## config.mk

```make
export PLATFORM = sky130hd
export DESIGN_NAME = extended_memory_op_unit
export DESIGN_NICKNAME = d
export VERILOG_FILES = /design/src/logic/ext_mem_op_pkg.sv /design/src/logic/byte_subtractor.sv /design/src/logic/extended_memory_op_unit.sv
export SDC_FILE = /design/constraint.sdc
export NUM_CORES = 1
export LEC_CHECK = 0
export ABC_AREA = 1
export BUFFER_PORTS_ARGS = -buffer_cell sky130_fd_sc_hd__buf_2
export CAP_MARGIN = 0
export CORE_MARGIN = 5
export CORE_UTILIZATION = 35
export DETAILED_ROUTE_END_ITERATION = 6
export HOLD_SLACK_MARGIN = 0.03
export PLACE_DENSITY_LB_ADDON = 0.15
export SLEW_MARGIN = 25
export SYNTH_ARGS = -nofsm -noshare
export SYNTH_HDL_FRONTEND = slang
export SYNTH_SLANG_ARGS = --single-unit
```

## constraint.sdc

```tcl
create_clock -name ref_clk -period 2.1 [get_ports ref_clk]
set_input_delay 0 -clock ref_clk [delete_from_list [all_inputs] [get_ports ref_clk]]
set_output_delay 0 -clock ref_clk [all_outputs]
set_load 0.005 [all_outputs]
```

## src/logic/ext_mem_op_pkg.sv

```systemverilog
// Package: operation codes, carriers and constants for the extended memory op unit
`default_nettype none
package ext_mem_op_pkg;

  // ==========================================================================
  // Widths and constants
  // ==========================================================================
  localparam int DATA_W = 8;                  // Byte width of operands
  localparam int BIT_SEL_W = 3;               // Width of a bit index
  localparam logic [7:0] BYTE_ONES = 8'hFF;   // Value loaded by whole-byte set
  localparam logic [7:0] BYTE_ZERO = 8'h00;   // Zero byte
  localparam logic [7:0] BYTE_ONE = 8'h01;    // Step for increment and decrement
  localparam logic [1:0] SKIP_CYCLES = 2'h3;  // Cycles taken by a skipping instruction
  localparam logic [7:0] ACC_RESET = 8'h00;   // Working register value after reset
  localparam logic [5:0] FLAGS_RESET = 6'h00; // Status flag value after reset

  // ==========================================================================
  // Operation codes
  // ==========================================================================
  typedef enum logic [4:0] {
    OP_NONE,
    OP_ROTATE_LEFT_MEM,
    OP_ROTATE_LEFT_TO_ACCUM,
    OP_ROTATE_LEFT_CARRY_MEM,
    OP_ROTATE_LEFT_CARRY_TO_ACCUM,
    OP_ROTATE_RIGHT_MEM,
    OP_ROTATE_RIGHT_TO_ACCUM,
    OP_ROTATE_RIGHT_CARRY_MEM,
    OP_ROTATE_RIGHT_CARRY_TO_ACCUM,
    OP_SUBTRACT_BORROW_TO_ACCUM,
    OP_SUBTRACT_BORROW_TO_MEM,
    OP_SUBTRACT_TO_ACCUM,
    OP_SUBTRACT_TO_MEM,
    OP_DECREMENT_SKIP_ZERO_MEM,
    OP_DECREMENT_SKIP_ZERO_ACCUM,
    OP_INCREMENT_SKIP_ZERO_MEM,
    OP_INCREMENT_SKIP_ZERO_ACCUM,
    OP_SET_ALL,
    OP_SET_BIT,
    OP_SKIP_IF_NONZERO_BIT,
    OP_SKIP_IF_NONZERO,
    OP_SKIP_IF_ZERO,
    OP_NIBBLE_EXCHANGE_MEM,
    OP_NIBBLE_EXCHANGE_TO_ACCUM
  } op_code_t;

  // ==========================================================================
  // Carriers
  // ==========================================================================
  // Instruction issued by the sequencer
  typedef struct packed {
    op_code_t op;                  // Operation
    logic [BIT_SEL_W-1:0] bit_sel; // Bit index for bit forms
    logic [DATA_W-1:0] mem_data;   // Byte read from data memory
  } issue_t;

  // Core status flags
  typedef struct packed {
    logic signed_wrap_flag;   // Signed overflow
    logic zero;               // Result zero
    logic half_carry_flag;    // Carry out of low nibble
    logic carry;              // Carry, set when no borrow
    logic signed_carry_flag;  // Sign of true nine-bit result
    logic combined_zero_flag; // Zero over chained subtraction
  } flags_t;

endpackage : ext_mem_op_pkg

`default_nettype wire

```

## src/logic/byte_subtractor.sv

```systemverilog
// Eight-bit subtractor with borrow in and full flag generation
`timescale 1ns/1ns
`default_nettype none

module byte_subtractor (
  input wire logic [7:0] minuend,
  input wire logic [7:0] subtrahend,
  input wire logic borrow_in,
  input wire logic prev_zero,
  input wire logic use_chain,
  output logic [7:0] diff,
  output ext_mem_op_pkg::flags_t flags
);
  import ext_mem_op_pkg::*;

  // ==========================================================================
  // Arithmetic
  // ==========================================================================
  wire logic [8:0] wide_diff; // Nine-bit result, top bit is borrow out
  wire logic [4:0] low_diff;  // Low nibble result, top bit is nibble borrow
  wire logic sign_a;          // Sign of minuend
  wire logic sign_b;          // Sign of subtrahend
  wire logic ovf;             // Signed overflow

  assign wide_diff = {1'h0, minuend} - {1'h0, subtrahend} - {8'h00, borrow_in};
  assign low_diff = {1'h0, minuend[3:0]} - {1'h0, subtrahend[3:0]} - {4'h0, borrow_in};
  assign diff = wide_diff[7:0];
  assign sign_a = minuend[7];
  assign sign_b = subtrahend[7];
  assign ovf = (sign_a != sign_b) && (wide_diff[7] != sign_a);

  // ==========================================================================
  // Flags
  // ==========================================================================
  assign flags.signed_wrap_flag = ovf;
  assign flags.zero = (wide_diff[7:0] == BYTE_ZERO);
  assign flags.half_carry_flag = ~low_diff[4];
  assign flags.carry = ~wide_diff[8];                 // RULE9
  assign flags.signed_carry_flag = wide_diff[7] ^ ovf;
  // Chained zero is the result zero ANDed with the earlier zero when use_chain is set
  assign flags.combined_zero_flag = use_chain ? (flags.zero & prev_zero) : flags.zero;

endmodule : byte_subtractor

`default_nettype wire

```

## src/logic/extended_memory_op_unit.sv

```systemverilog
// Execution datapath for extended-addressing memory operations
`timescale 1ns/1ns
`default_nettype none

// Function
// RULE1: Rotate left memory byte, top to bottom
// RULE2: Rotate right memory byte, bottom to top
// RULE3: Left rotate through carry, nine-bit ring
// RULE4: Right rotate through carry, nine-bit ring
// RULE5: Accumulator rotate forms leave memory intact
// RULE6: Borrow subtract into accumulator, minus inverted carry
// RULE7: Borrow subtract written to memory byte
// RULE8: Plain subtract to accumulator or memory
// RULE9: Carry clear if negative, set otherwise
// RULE10: Subtracts update six status flags
// RULE11: Decrement memory, skip when zero
// RULE12: Accumulator step forms skip on zero
// RULE13: Increment memory, skip when zero
// RULE14: Skip adds dummy cycle, three total
// RULE15: Whole-byte set loads all ones
// RULE16: Bit set forces selected bit only
// RULE17: Bit test skips when bit nonzero
// RULE18: Byte test rewrites, skips when nonzero
// RULE19: Nibble swap, accumulator form spares memory
// RULE20: Zero test rewrites, skips when zero
// RULE21: Dummy cycle changes no architectural state
module extended_memory_op_unit (
  input wire logic ref_clk,
  input wire logic arst_n,
  input wire logic issue_valid,
  input wire ext_mem_op_pkg::issue_t issue,
  output logic busy,
  output logic mem_wr_en,
  output logic [7:0] mem_wr_data,
  output logic [7:0] working_register,
  output ext_mem_op_pkg::flags_t flags,
  output logic skip_next,
  output logic dummy_cycle,
  output logic done
);
  import ext_mem_op_pkg::*;

  // ==========================================================================
  // Sequencing states
  // ==========================================================================
  typedef enum logic [1:0] {
    ST_IDLE,
    ST_EXEC2,
    ST_DUMMY
  } seq_state_t;

  seq_state_t state_r;       // Current sequence state
  seq_state_t state_nxt;     // Next sequence state

  logic [7:0] acc_r;         // Working register
  logic [7:0] acc_nxt;       // Next working register
  flags_t flags_r;           // Status flags
  flags_t flags_nxt;         // Next status flags
  logic mem_we_r;            // Memory write strobe
  logic mem_we_nxt;          // Next memory write strobe
  logic [7:0] mem_wd_r;      // Memory write data
  logic [7:0] mem_wd_nxt;    // Next memory write data
  logic skip_r;              // Skip request to sequencer
  logic skip_nxt;            // Next skip request
  logic done_r;              // Instruction complete pulse
  logic done_nxt;            // Next complete pulse

  // ==========================================================================
  // Operand decoding
  // ==========================================================================
  wire logic [7:0] m;              // Memory operand
  wire logic c_in;                 // Current carry
  wire logic [7:0] bit_mask;       // One-hot bit select
  wire logic [7:0] rot_l;          // Plain left rotate
  wire logic [7:0] rot_r;          // Plain right rotate
  wire logic [7:0] rot_lc;         // Left rotate through carry
  wire logic [7:0] rot_rc;         // Right rotate through carry
  wire logic [7:0] dec_val;        // Byte minus one
  wire logic [7:0] inc_val;        // Byte plus one
  wire logic [7:0] swap_val;       // Nibble exchanged byte
  wire logic [7:0] sub_diff;       // Subtractor result
  wire flags_t sub_flags;          // Subtractor flags
  wire logic is_borrow_op;         // Borrow subtract selected
  wire logic take;                 // New instruction accepted

  assign m = issue.mem_data;
  assign c_in = flags_r.carry;
  assign bit_mask = BYTE_ONE << issue.bit_sel;
  assign rot_l = {m[6:0], m[7]};             // RULE1
  assign rot_r = {m[0], m[7:1]};             // RULE2
  assign rot_lc = {m[6:0], c_in};            // RULE3
  assign rot_rc = {c_in, m[7:1]};            // RULE4
  assign dec_val = m - BYTE_ONE;             // RULE11
  assign inc_val = m + BYTE_ONE;             // RULE13
  assign swap_val = {m[3:0], m[7:4]};        // RULE19
  assign is_borrow_op = (issue.op == OP_SUBTRACT_BORROW_TO_ACCUM) ||
                        (issue.op == OP_SUBTRACT_BORROW_TO_MEM);
  assign take = issue_valid && (state_r == ST_IDLE);

  // Subtractor, borrow is the inverted carry only for borrow forms
  byte_subtractor u_sub (
    .minuend(acc_r),
    .subtrahend(m),
    .borrow_in(is_borrow_op & ~c_in),        // RULE6
    .prev_zero(flags_r.combined_zero_flag),
    .use_chain(is_borrow_op),
    .diff(sub_diff),
    .flags(sub_flags)
  );

  // ==========================================================================
  // Operation execution
  // ==========================================================================
  // Compute every architectural effect of the accepted instruction
  always_comb begin
    acc_nxt = acc_r;
    flags_nxt = flags_r;
    mem_we_nxt = 1'h0;
    mem_wd_nxt = mem_wd_r;
    skip_nxt = 1'h0;
    // Only an accepted instruction has any effect
    if (take) begin
      case (issue.op)
        // Memory byte rotates left
        OP_ROTATE_LEFT_MEM: begin
          mem_we_nxt = 1'h1;
          mem_wd_nxt = rot_l;                // RULE1
        end

        // Left rotate into the accumulator
        OP_ROTATE_LEFT_TO_ACCUM: begin
          acc_nxt = rot_l;                   // RULE5
        end

        // Left ring through carry, to memory
        OP_ROTATE_LEFT_CARRY_MEM: begin
          mem_we_nxt = 1'h1;
          mem_wd_nxt = rot_lc;
          flags_nxt.carry = m[7];            // RULE3
        end

        // Left ring through carry, to accumulator
        OP_ROTATE_LEFT_CARRY_TO_ACCUM: begin
          acc_nxt = rot_lc;                  // RULE5
          flags_nxt.carry = m[7];            // RULE3
        end

        // Memory byte rotates right
        OP_ROTATE_RIGHT_MEM: begin
          mem_we_nxt = 1'h1;
          mem_wd_nxt = rot_r;                // RULE2
        end

        // Right rotate into the accumulator
        OP_ROTATE_RIGHT_TO_ACCUM: begin
          acc_nxt = rot_r;                   // RULE5
        end

        // Right ring through carry, to memory
        OP_ROTATE_RIGHT_CARRY_MEM: begin
          mem_we_nxt = 1'h1;
          mem_wd_nxt = rot_rc;
          flags_nxt.carry = m[0];            // RULE4
        end

        // Right ring through carry, to accumulator
        OP_ROTATE_RIGHT_CARRY_TO_ACCUM: begin
          acc_nxt = rot_rc;                  // RULE5
          flags_nxt.carry = m[0];            // RULE4
        end

        // Difference into the accumulator
        OP_SUBTRACT_BORROW_TO_ACCUM, OP_SUBTRACT_TO_ACCUM: begin
          acc_nxt = sub_diff;                // RULE6 RULE8
          flags_nxt = sub_flags;             // RULE10
        end

        // Difference back to memory
        OP_SUBTRACT_BORROW_TO_MEM, OP_SUBTRACT_TO_MEM: begin
          mem_we_nxt = 1'h1;
          mem_wd_nxt = sub_diff;             // RULE7 RULE8
          flags_nxt = sub_flags;             // RULE10
        end

        // Decrement in memory, skip on zero
        OP_DECREMENT_SKIP_ZERO_MEM: begin
          mem_we_nxt = 1'h1;
          mem_wd_nxt = dec_val;
          skip_nxt = (dec_val == BYTE_ZERO); // RULE11
        end

        // Decrement into accumulator, skip on zero
        OP_DECREMENT_SKIP_ZERO_ACCUM: begin
          acc_nxt = dec_val;
          skip_nxt = (dec_val == BYTE_ZERO); // RULE12
        end

        // Increment in memory, skip on zero
        OP_INCREMENT_SKIP_ZERO_MEM: begin
          mem_we_nxt = 1'h1;
          mem_wd_nxt = inc_val;
          skip_nxt = (inc_val == BYTE_ZERO); // RULE13
        end

        // Increment into accumulator, skip on zero
        OP_INCREMENT_SKIP_ZERO_ACCUM: begin
          acc_nxt = inc_val;
          skip_nxt = (inc_val == BYTE_ZERO); // RULE12
        end

        // Whole byte to ones
        OP_SET_ALL: begin
          mem_we_nxt = 1'h1;
          mem_wd_nxt = BYTE_ONES;            // RULE15
        end

        // One bit forced high
        OP_SET_BIT: begin
          mem_we_nxt = 1'h1;
          mem_wd_nxt = m | bit_mask;         // RULE16
        end

        // Bit test, no write
        OP_SKIP_IF_NONZERO_BIT: begin
          skip_nxt = |(m & bit_mask);        // RULE17
        end

        // Rewrite, skip when nonzero
        OP_SKIP_IF_NONZERO: begin
          mem_we_nxt = 1'h1;
          mem_wd_nxt = m;
          skip_nxt = (m != BYTE_ZERO);       // RULE18
        end

        // Rewrite, skip when zero
        OP_SKIP_IF_ZERO: begin
          mem_we_nxt = 1'h1;
          mem_wd_nxt = m;
          skip_nxt = (m == BYTE_ZERO);       // RULE20
        end

        // Nibbles exchanged in memory
        OP_NIBBLE_EXCHANGE_MEM: begin
          mem_we_nxt = 1'h1;
          mem_wd_nxt = swap_val;             // RULE19
        end

        // Nibbles exchanged into accumulator
        OP_NIBBLE_EXCHANGE_TO_ACCUM: begin
          acc_nxt = swap_val;                // RULE19
        end

        // No operation
        default: begin
          acc_nxt = acc_r;
        end
      endcase
    end
  end

  // ==========================================================================
  // Cycle sequencing
  // ==========================================================================
  // A skipping instruction runs execute, fetch and one dummy cycle
  always_comb begin
    state_nxt = state_r;
    done_nxt = 1'h0;
    case (state_r)
      // Waiting for an instruction
      ST_IDLE: begin
        if (take && skip_nxt) begin
          state_nxt = ST_EXEC2;              // RULE14
        end else if (take) begin
          done_nxt = 1'h1;
        end
      end
      // Next instruction fetched, still busy
      ST_EXEC2: begin
        state_nxt = ST_DUMMY;                // RULE14
      end
      // Dummy cycle, then release
      ST_DUMMY: begin
        state_nxt = ST_IDLE;
        done_nxt = 1'h1;
      end
      default: begin
        state_nxt = ST_IDLE;
      end
    endcase
  end

  // ==========================================================================
  // State registers
  // ==========================================================================
  // Architectural state only moves when an instruction is taken
  always_ff @(posedge ref_clk or negedge arst_n) begin
    if (!arst_n) begin
      acc_r <= ACC_RESET;
      flags_r <= flags_t'(FLAGS_RESET);
    end else begin
      acc_r <= acc_nxt;                      // RULE21
      flags_r <= flags_nxt;                  // RULE21
    end
  end

  // Memory write strobe and data
  always_ff @(posedge ref_clk or negedge arst_n) begin
    if (!arst_n) begin
      mem_we_r <= 1'h0;
      mem_wd_r <= BYTE_ZERO;
    end else begin
      mem_we_r <= mem_we_nxt;
      mem_wd_r <= mem_wd_nxt;
    end
  end

  // Sequencer handshake
  always_ff @(posedge ref_clk or negedge arst_n) begin
    if (!arst_n) begin
      state_r <= ST_IDLE;
      skip_r <= 1'h0;
      done_r <= 1'h0;
    end else begin
      state_r <= state_nxt;
      skip_r <= take ? skip_nxt : skip_r & (state_r != ST_DUMMY);
      done_r <= done_nxt;
    end
  end

  // ==========================================================================
  // Outputs
  // ==========================================================================
  assign busy = (state_r != ST_IDLE);
  assign mem_wr_en = mem_we_r;
  assign mem_wr_data = mem_wd_r;
  assign working_register = acc_r;
  assign flags = flags_r;
  assign skip_next = skip_r;
  assign dummy_cycle = (state_r == ST_DUMMY); // RULE21
  assign done = done_r;

endmodule : extended_memory_op_unit

`default_nettype wire

```

==> out/metrics.yaml <==
timing:
  fin_crit_sh_pct: 110
  maxSlewHeadroom_pct: 55.5
  fin_skew_ns: 0.00382
  fin_ws_ns: -0.205
  timing.fmax_mhz: 434
  fin_crit_ns: 2.31
  rsz0062_at_grt: "true"
  finalHoldViolations: 0
  slew_viol_final: 0
  tightestPinTransition_ns: 0.667
  finalSetupViolCount: 18
synth:
  ys_types: 32
  yosys.area.top_type: "nand2_1"
  ys_ff_latch: 27
  postSynthAreaPerCell_um2: 5.41
  synthesis.area_um2: 3700
  synth_edf_count: 0
  syn_inst: 683
  ys_seq_area_share_pct: 18.3
  yosysWarnings: 0
  ys.flop_type: "dfrtp_1"
  synth_top_area_share_pct: 26.5
  async_reset_ff_share_pct: 100
  yosys-top-cells-area: "nand2_1, dfrtp_1, nor2_1"
  synth_fp_nets: 722
clock_tree:
  cts_tree: "yes"
  clk_pin_slew_worst_paths_ns: 0.11
  clk_path_buf_depth: 2
  root_buffer: "clkbuf_8"
  clk_latency_ns: 0.29
  htreeDepth: 1
  cts_made_buffers: 3
  clock_sinks: 27
routing:
  vias: 4529
  drcViolationCount: 0
  first_pass_iters: 6
  wl_per_cell_um: 15.4
  drt_first_iter_violations: 363
  final_antenna_net_count: 0
  vias_per_cell: 5.11
  finalWirelength_um: 13700
status:
  violations: "negative setup slack"
  status: "finished, violations left"
cells_and_area:
  layout_common_cells: "nand2_1, nor2_1, inv_1"
  seqCellArea_um2: 676
  final_common_cell: "nand2_1"
  fillers: 1167
  final_nets: 790
  final_core_util_pct: 43.5
  layout-drive-gt1-share_pct: 20.8
  multi_input_area_um2: 2760
  num_antenna_cells: 0
  areaGrowthSynthToFinish_pct: 21.5
setup_path:
  r2r_end: "flags[0]"
  worstSetupStartpointType: "register"
  worstPathMaxFanout: 4
  worst_path_max_delay_cell: "fa_2"
  crit_path_end: "flags[0]"
  worstSetupPathType: "reg -> reg"
  worstPathRequired_ns: 2.33
  rrSetupSlack_ns: -0.21
  rr_worst_depth: 13
  end_kind: "register"
  arrival_ns: 2.53
  startpoint: "c_in"
  cp_common_cell: "nand2_2"
  critPathMaxStageDelay_ns: 0.54
  cp_cell_sequence: "or2_4, fa_2, inv_2, ha_4, nor2_1, inv_1, nand2_2, nand2_2, nand2_2, nand3b_1, nand2_2, nand3_2, a21oi_2"
  worstReg2RegStart: "c_in"
placement:
  gp_congestion: 0.927
  dpl_worst_slack_ns: -0.336
  port_buffers: 45
  dpl.hpwl_um: 10700
floorplanning:
  core_um2: 10300
  die_area_um2: 12700
  initial_core_util_pct: 35.8
  die_w_um: 113
  io_pins: 46
  row_count: 37
  die_y_um: 113
pwr:
  pwr-share-seq_pct: 25.5
  p_comb_share_pct: 62.7
  p_switching_mw: 1.37
  p_leak_nw: 2.54
  internal-power_mw: 1.45
  power_density_nw_per_um2: 630
  ir_drop_mv: 0.293
  swShare_pct: 48.5
  power_frac_clock_pct: 11.8
worst_hold_path:
  hold_start: "issue[7]"
  min_delay_path_depth: 5
  min_path_type: "in -> reg"
global_route:
  grt_antenna_before_repair: 0
  globalRoute.totalOverflow: 0
  grt_pass1_vias: 4406
  grt_usage_pct: 21.8
  grt_pass1_wl_um: 22400
  grt_max_degree: 28
job:
  maxCapViolCount: 0
[cell usage after synthesis, types with 3 or more instances]
cell / number
nor2_1: 100
nor3_1: 11
inv_2: 7
nand2_1: 261
o21ai_0: 28
dfrtp_1: 27
nand2_2: 7
nand3_2: 3
a21oi_1: 13
clkbuf_1: 10
nor2_2: 7
nand3b_1: 4
nand4_1: 17
ha_1: 18
nor2_4: 5
inv_1: 79
buf_4: 5
nand3_1: 61
[kinds of logic after synthesis]
logic type               count (synthesis)  share of synthesized area [%]
AO/OA/AOI/OAI                           48                           6.77
XOR/XNOR                                 1                          0.237
adder cells (fa/ha/maj)                 20                           7.18
buffers and inverters                  106                           11.5
flip-flops                              27                           18.3
AND/OR/NAND/NOR                        481                           56.1
[power by group through the flow]
| stage | Clock (mW) | Sequential [mW] | Combinational (mW) |
|---|---|---|---|
| floorplan | 0 | 0.750 | 1.02 |
| global placement | 0 | 0.729 | 1.57 |
| detailed placement | 0 | 0.729 | 1.59 |
| CTS | 0.341 | 0.723 | 1.68 |
| global route | 0.361 | 0.742 | 2.01 |
| finish | 0.334 | 0.721 | 1.77 |
[worst min-delay path by stage]
stage,to
after floorplan,c_in
after global placement,working_register[2]
after detailed placement,working_register[0]
after CTS,flags[1]
after global routing,flags[1]
final,flags[1]
[metal layers]
layer,vias to the layer above,wire [µm],GRT usage (%),share of wire [%]
li1,2269,-,-,-
met1,2078,6210,29.8,45
met2,155,6300,36.2,46
met3,27,714,2.41,5.2
met4,0,440,6.25,3.2
met5,-,0,0,0
[final cells by class]
class | count | share of cell area, %
Multi-Input combinational cell | 550 | 61.5
Sequential cell | 27 | 15.1
Timing Repair Buffer | 81 | 11.1
Inverter | 88 | 7.53
Tap cell | 136 | 3.79
Clock buffer | 4 | 1.00
[stage by stage]
step	instances	area, µm²	hold WS [ns]	power (mW)	TNS (ns)
2_1_floorplan	683	3750	-0.296	1.77	-0.403
3_3_place_gp	878	4280	0.0541	2.30	-4.63
3_5_place_dp	878	4280	0.0739	2.32	-5.15
4_1_cts	885	4410	0.135	2.74	-1.86
5_1_grt	886	4490	0.178	3.11	-5.12
6_report	886	4490	0.150	2.83	-2.11
[sequential cells by signal, summed over array words and instances (netlist names)]
| signal | flops |
|---|---|
| c_in | 1 |
| done | 1 |
| flags | 5 |
| mem_wr_data | 8 |
| mem_wr_en | 1 |
| skip_next | 1 |
| state_r | 2 |
| working_register | 8 |
[worst max-delay path, delay by kind of cell (launching register included)]
family	cells	cell delay, ns
and+or+nand+nor	8	0.93
adders and majority gates	2	0.68
DFF	1	0.40
buffers and inverters	2	0.13
AOI/OAI and AO/OA	1	0.12
[repair_timing]
item	CTS	global route
endpoints found under the setup margin	22	22
hold buffers	2	0
resized for setup	18	21
buffers inserted	1	1
pin swaps	15	15
endpoints found under the hold margin	28	0
Note: power is estimated with default switching activity, not from simulation.
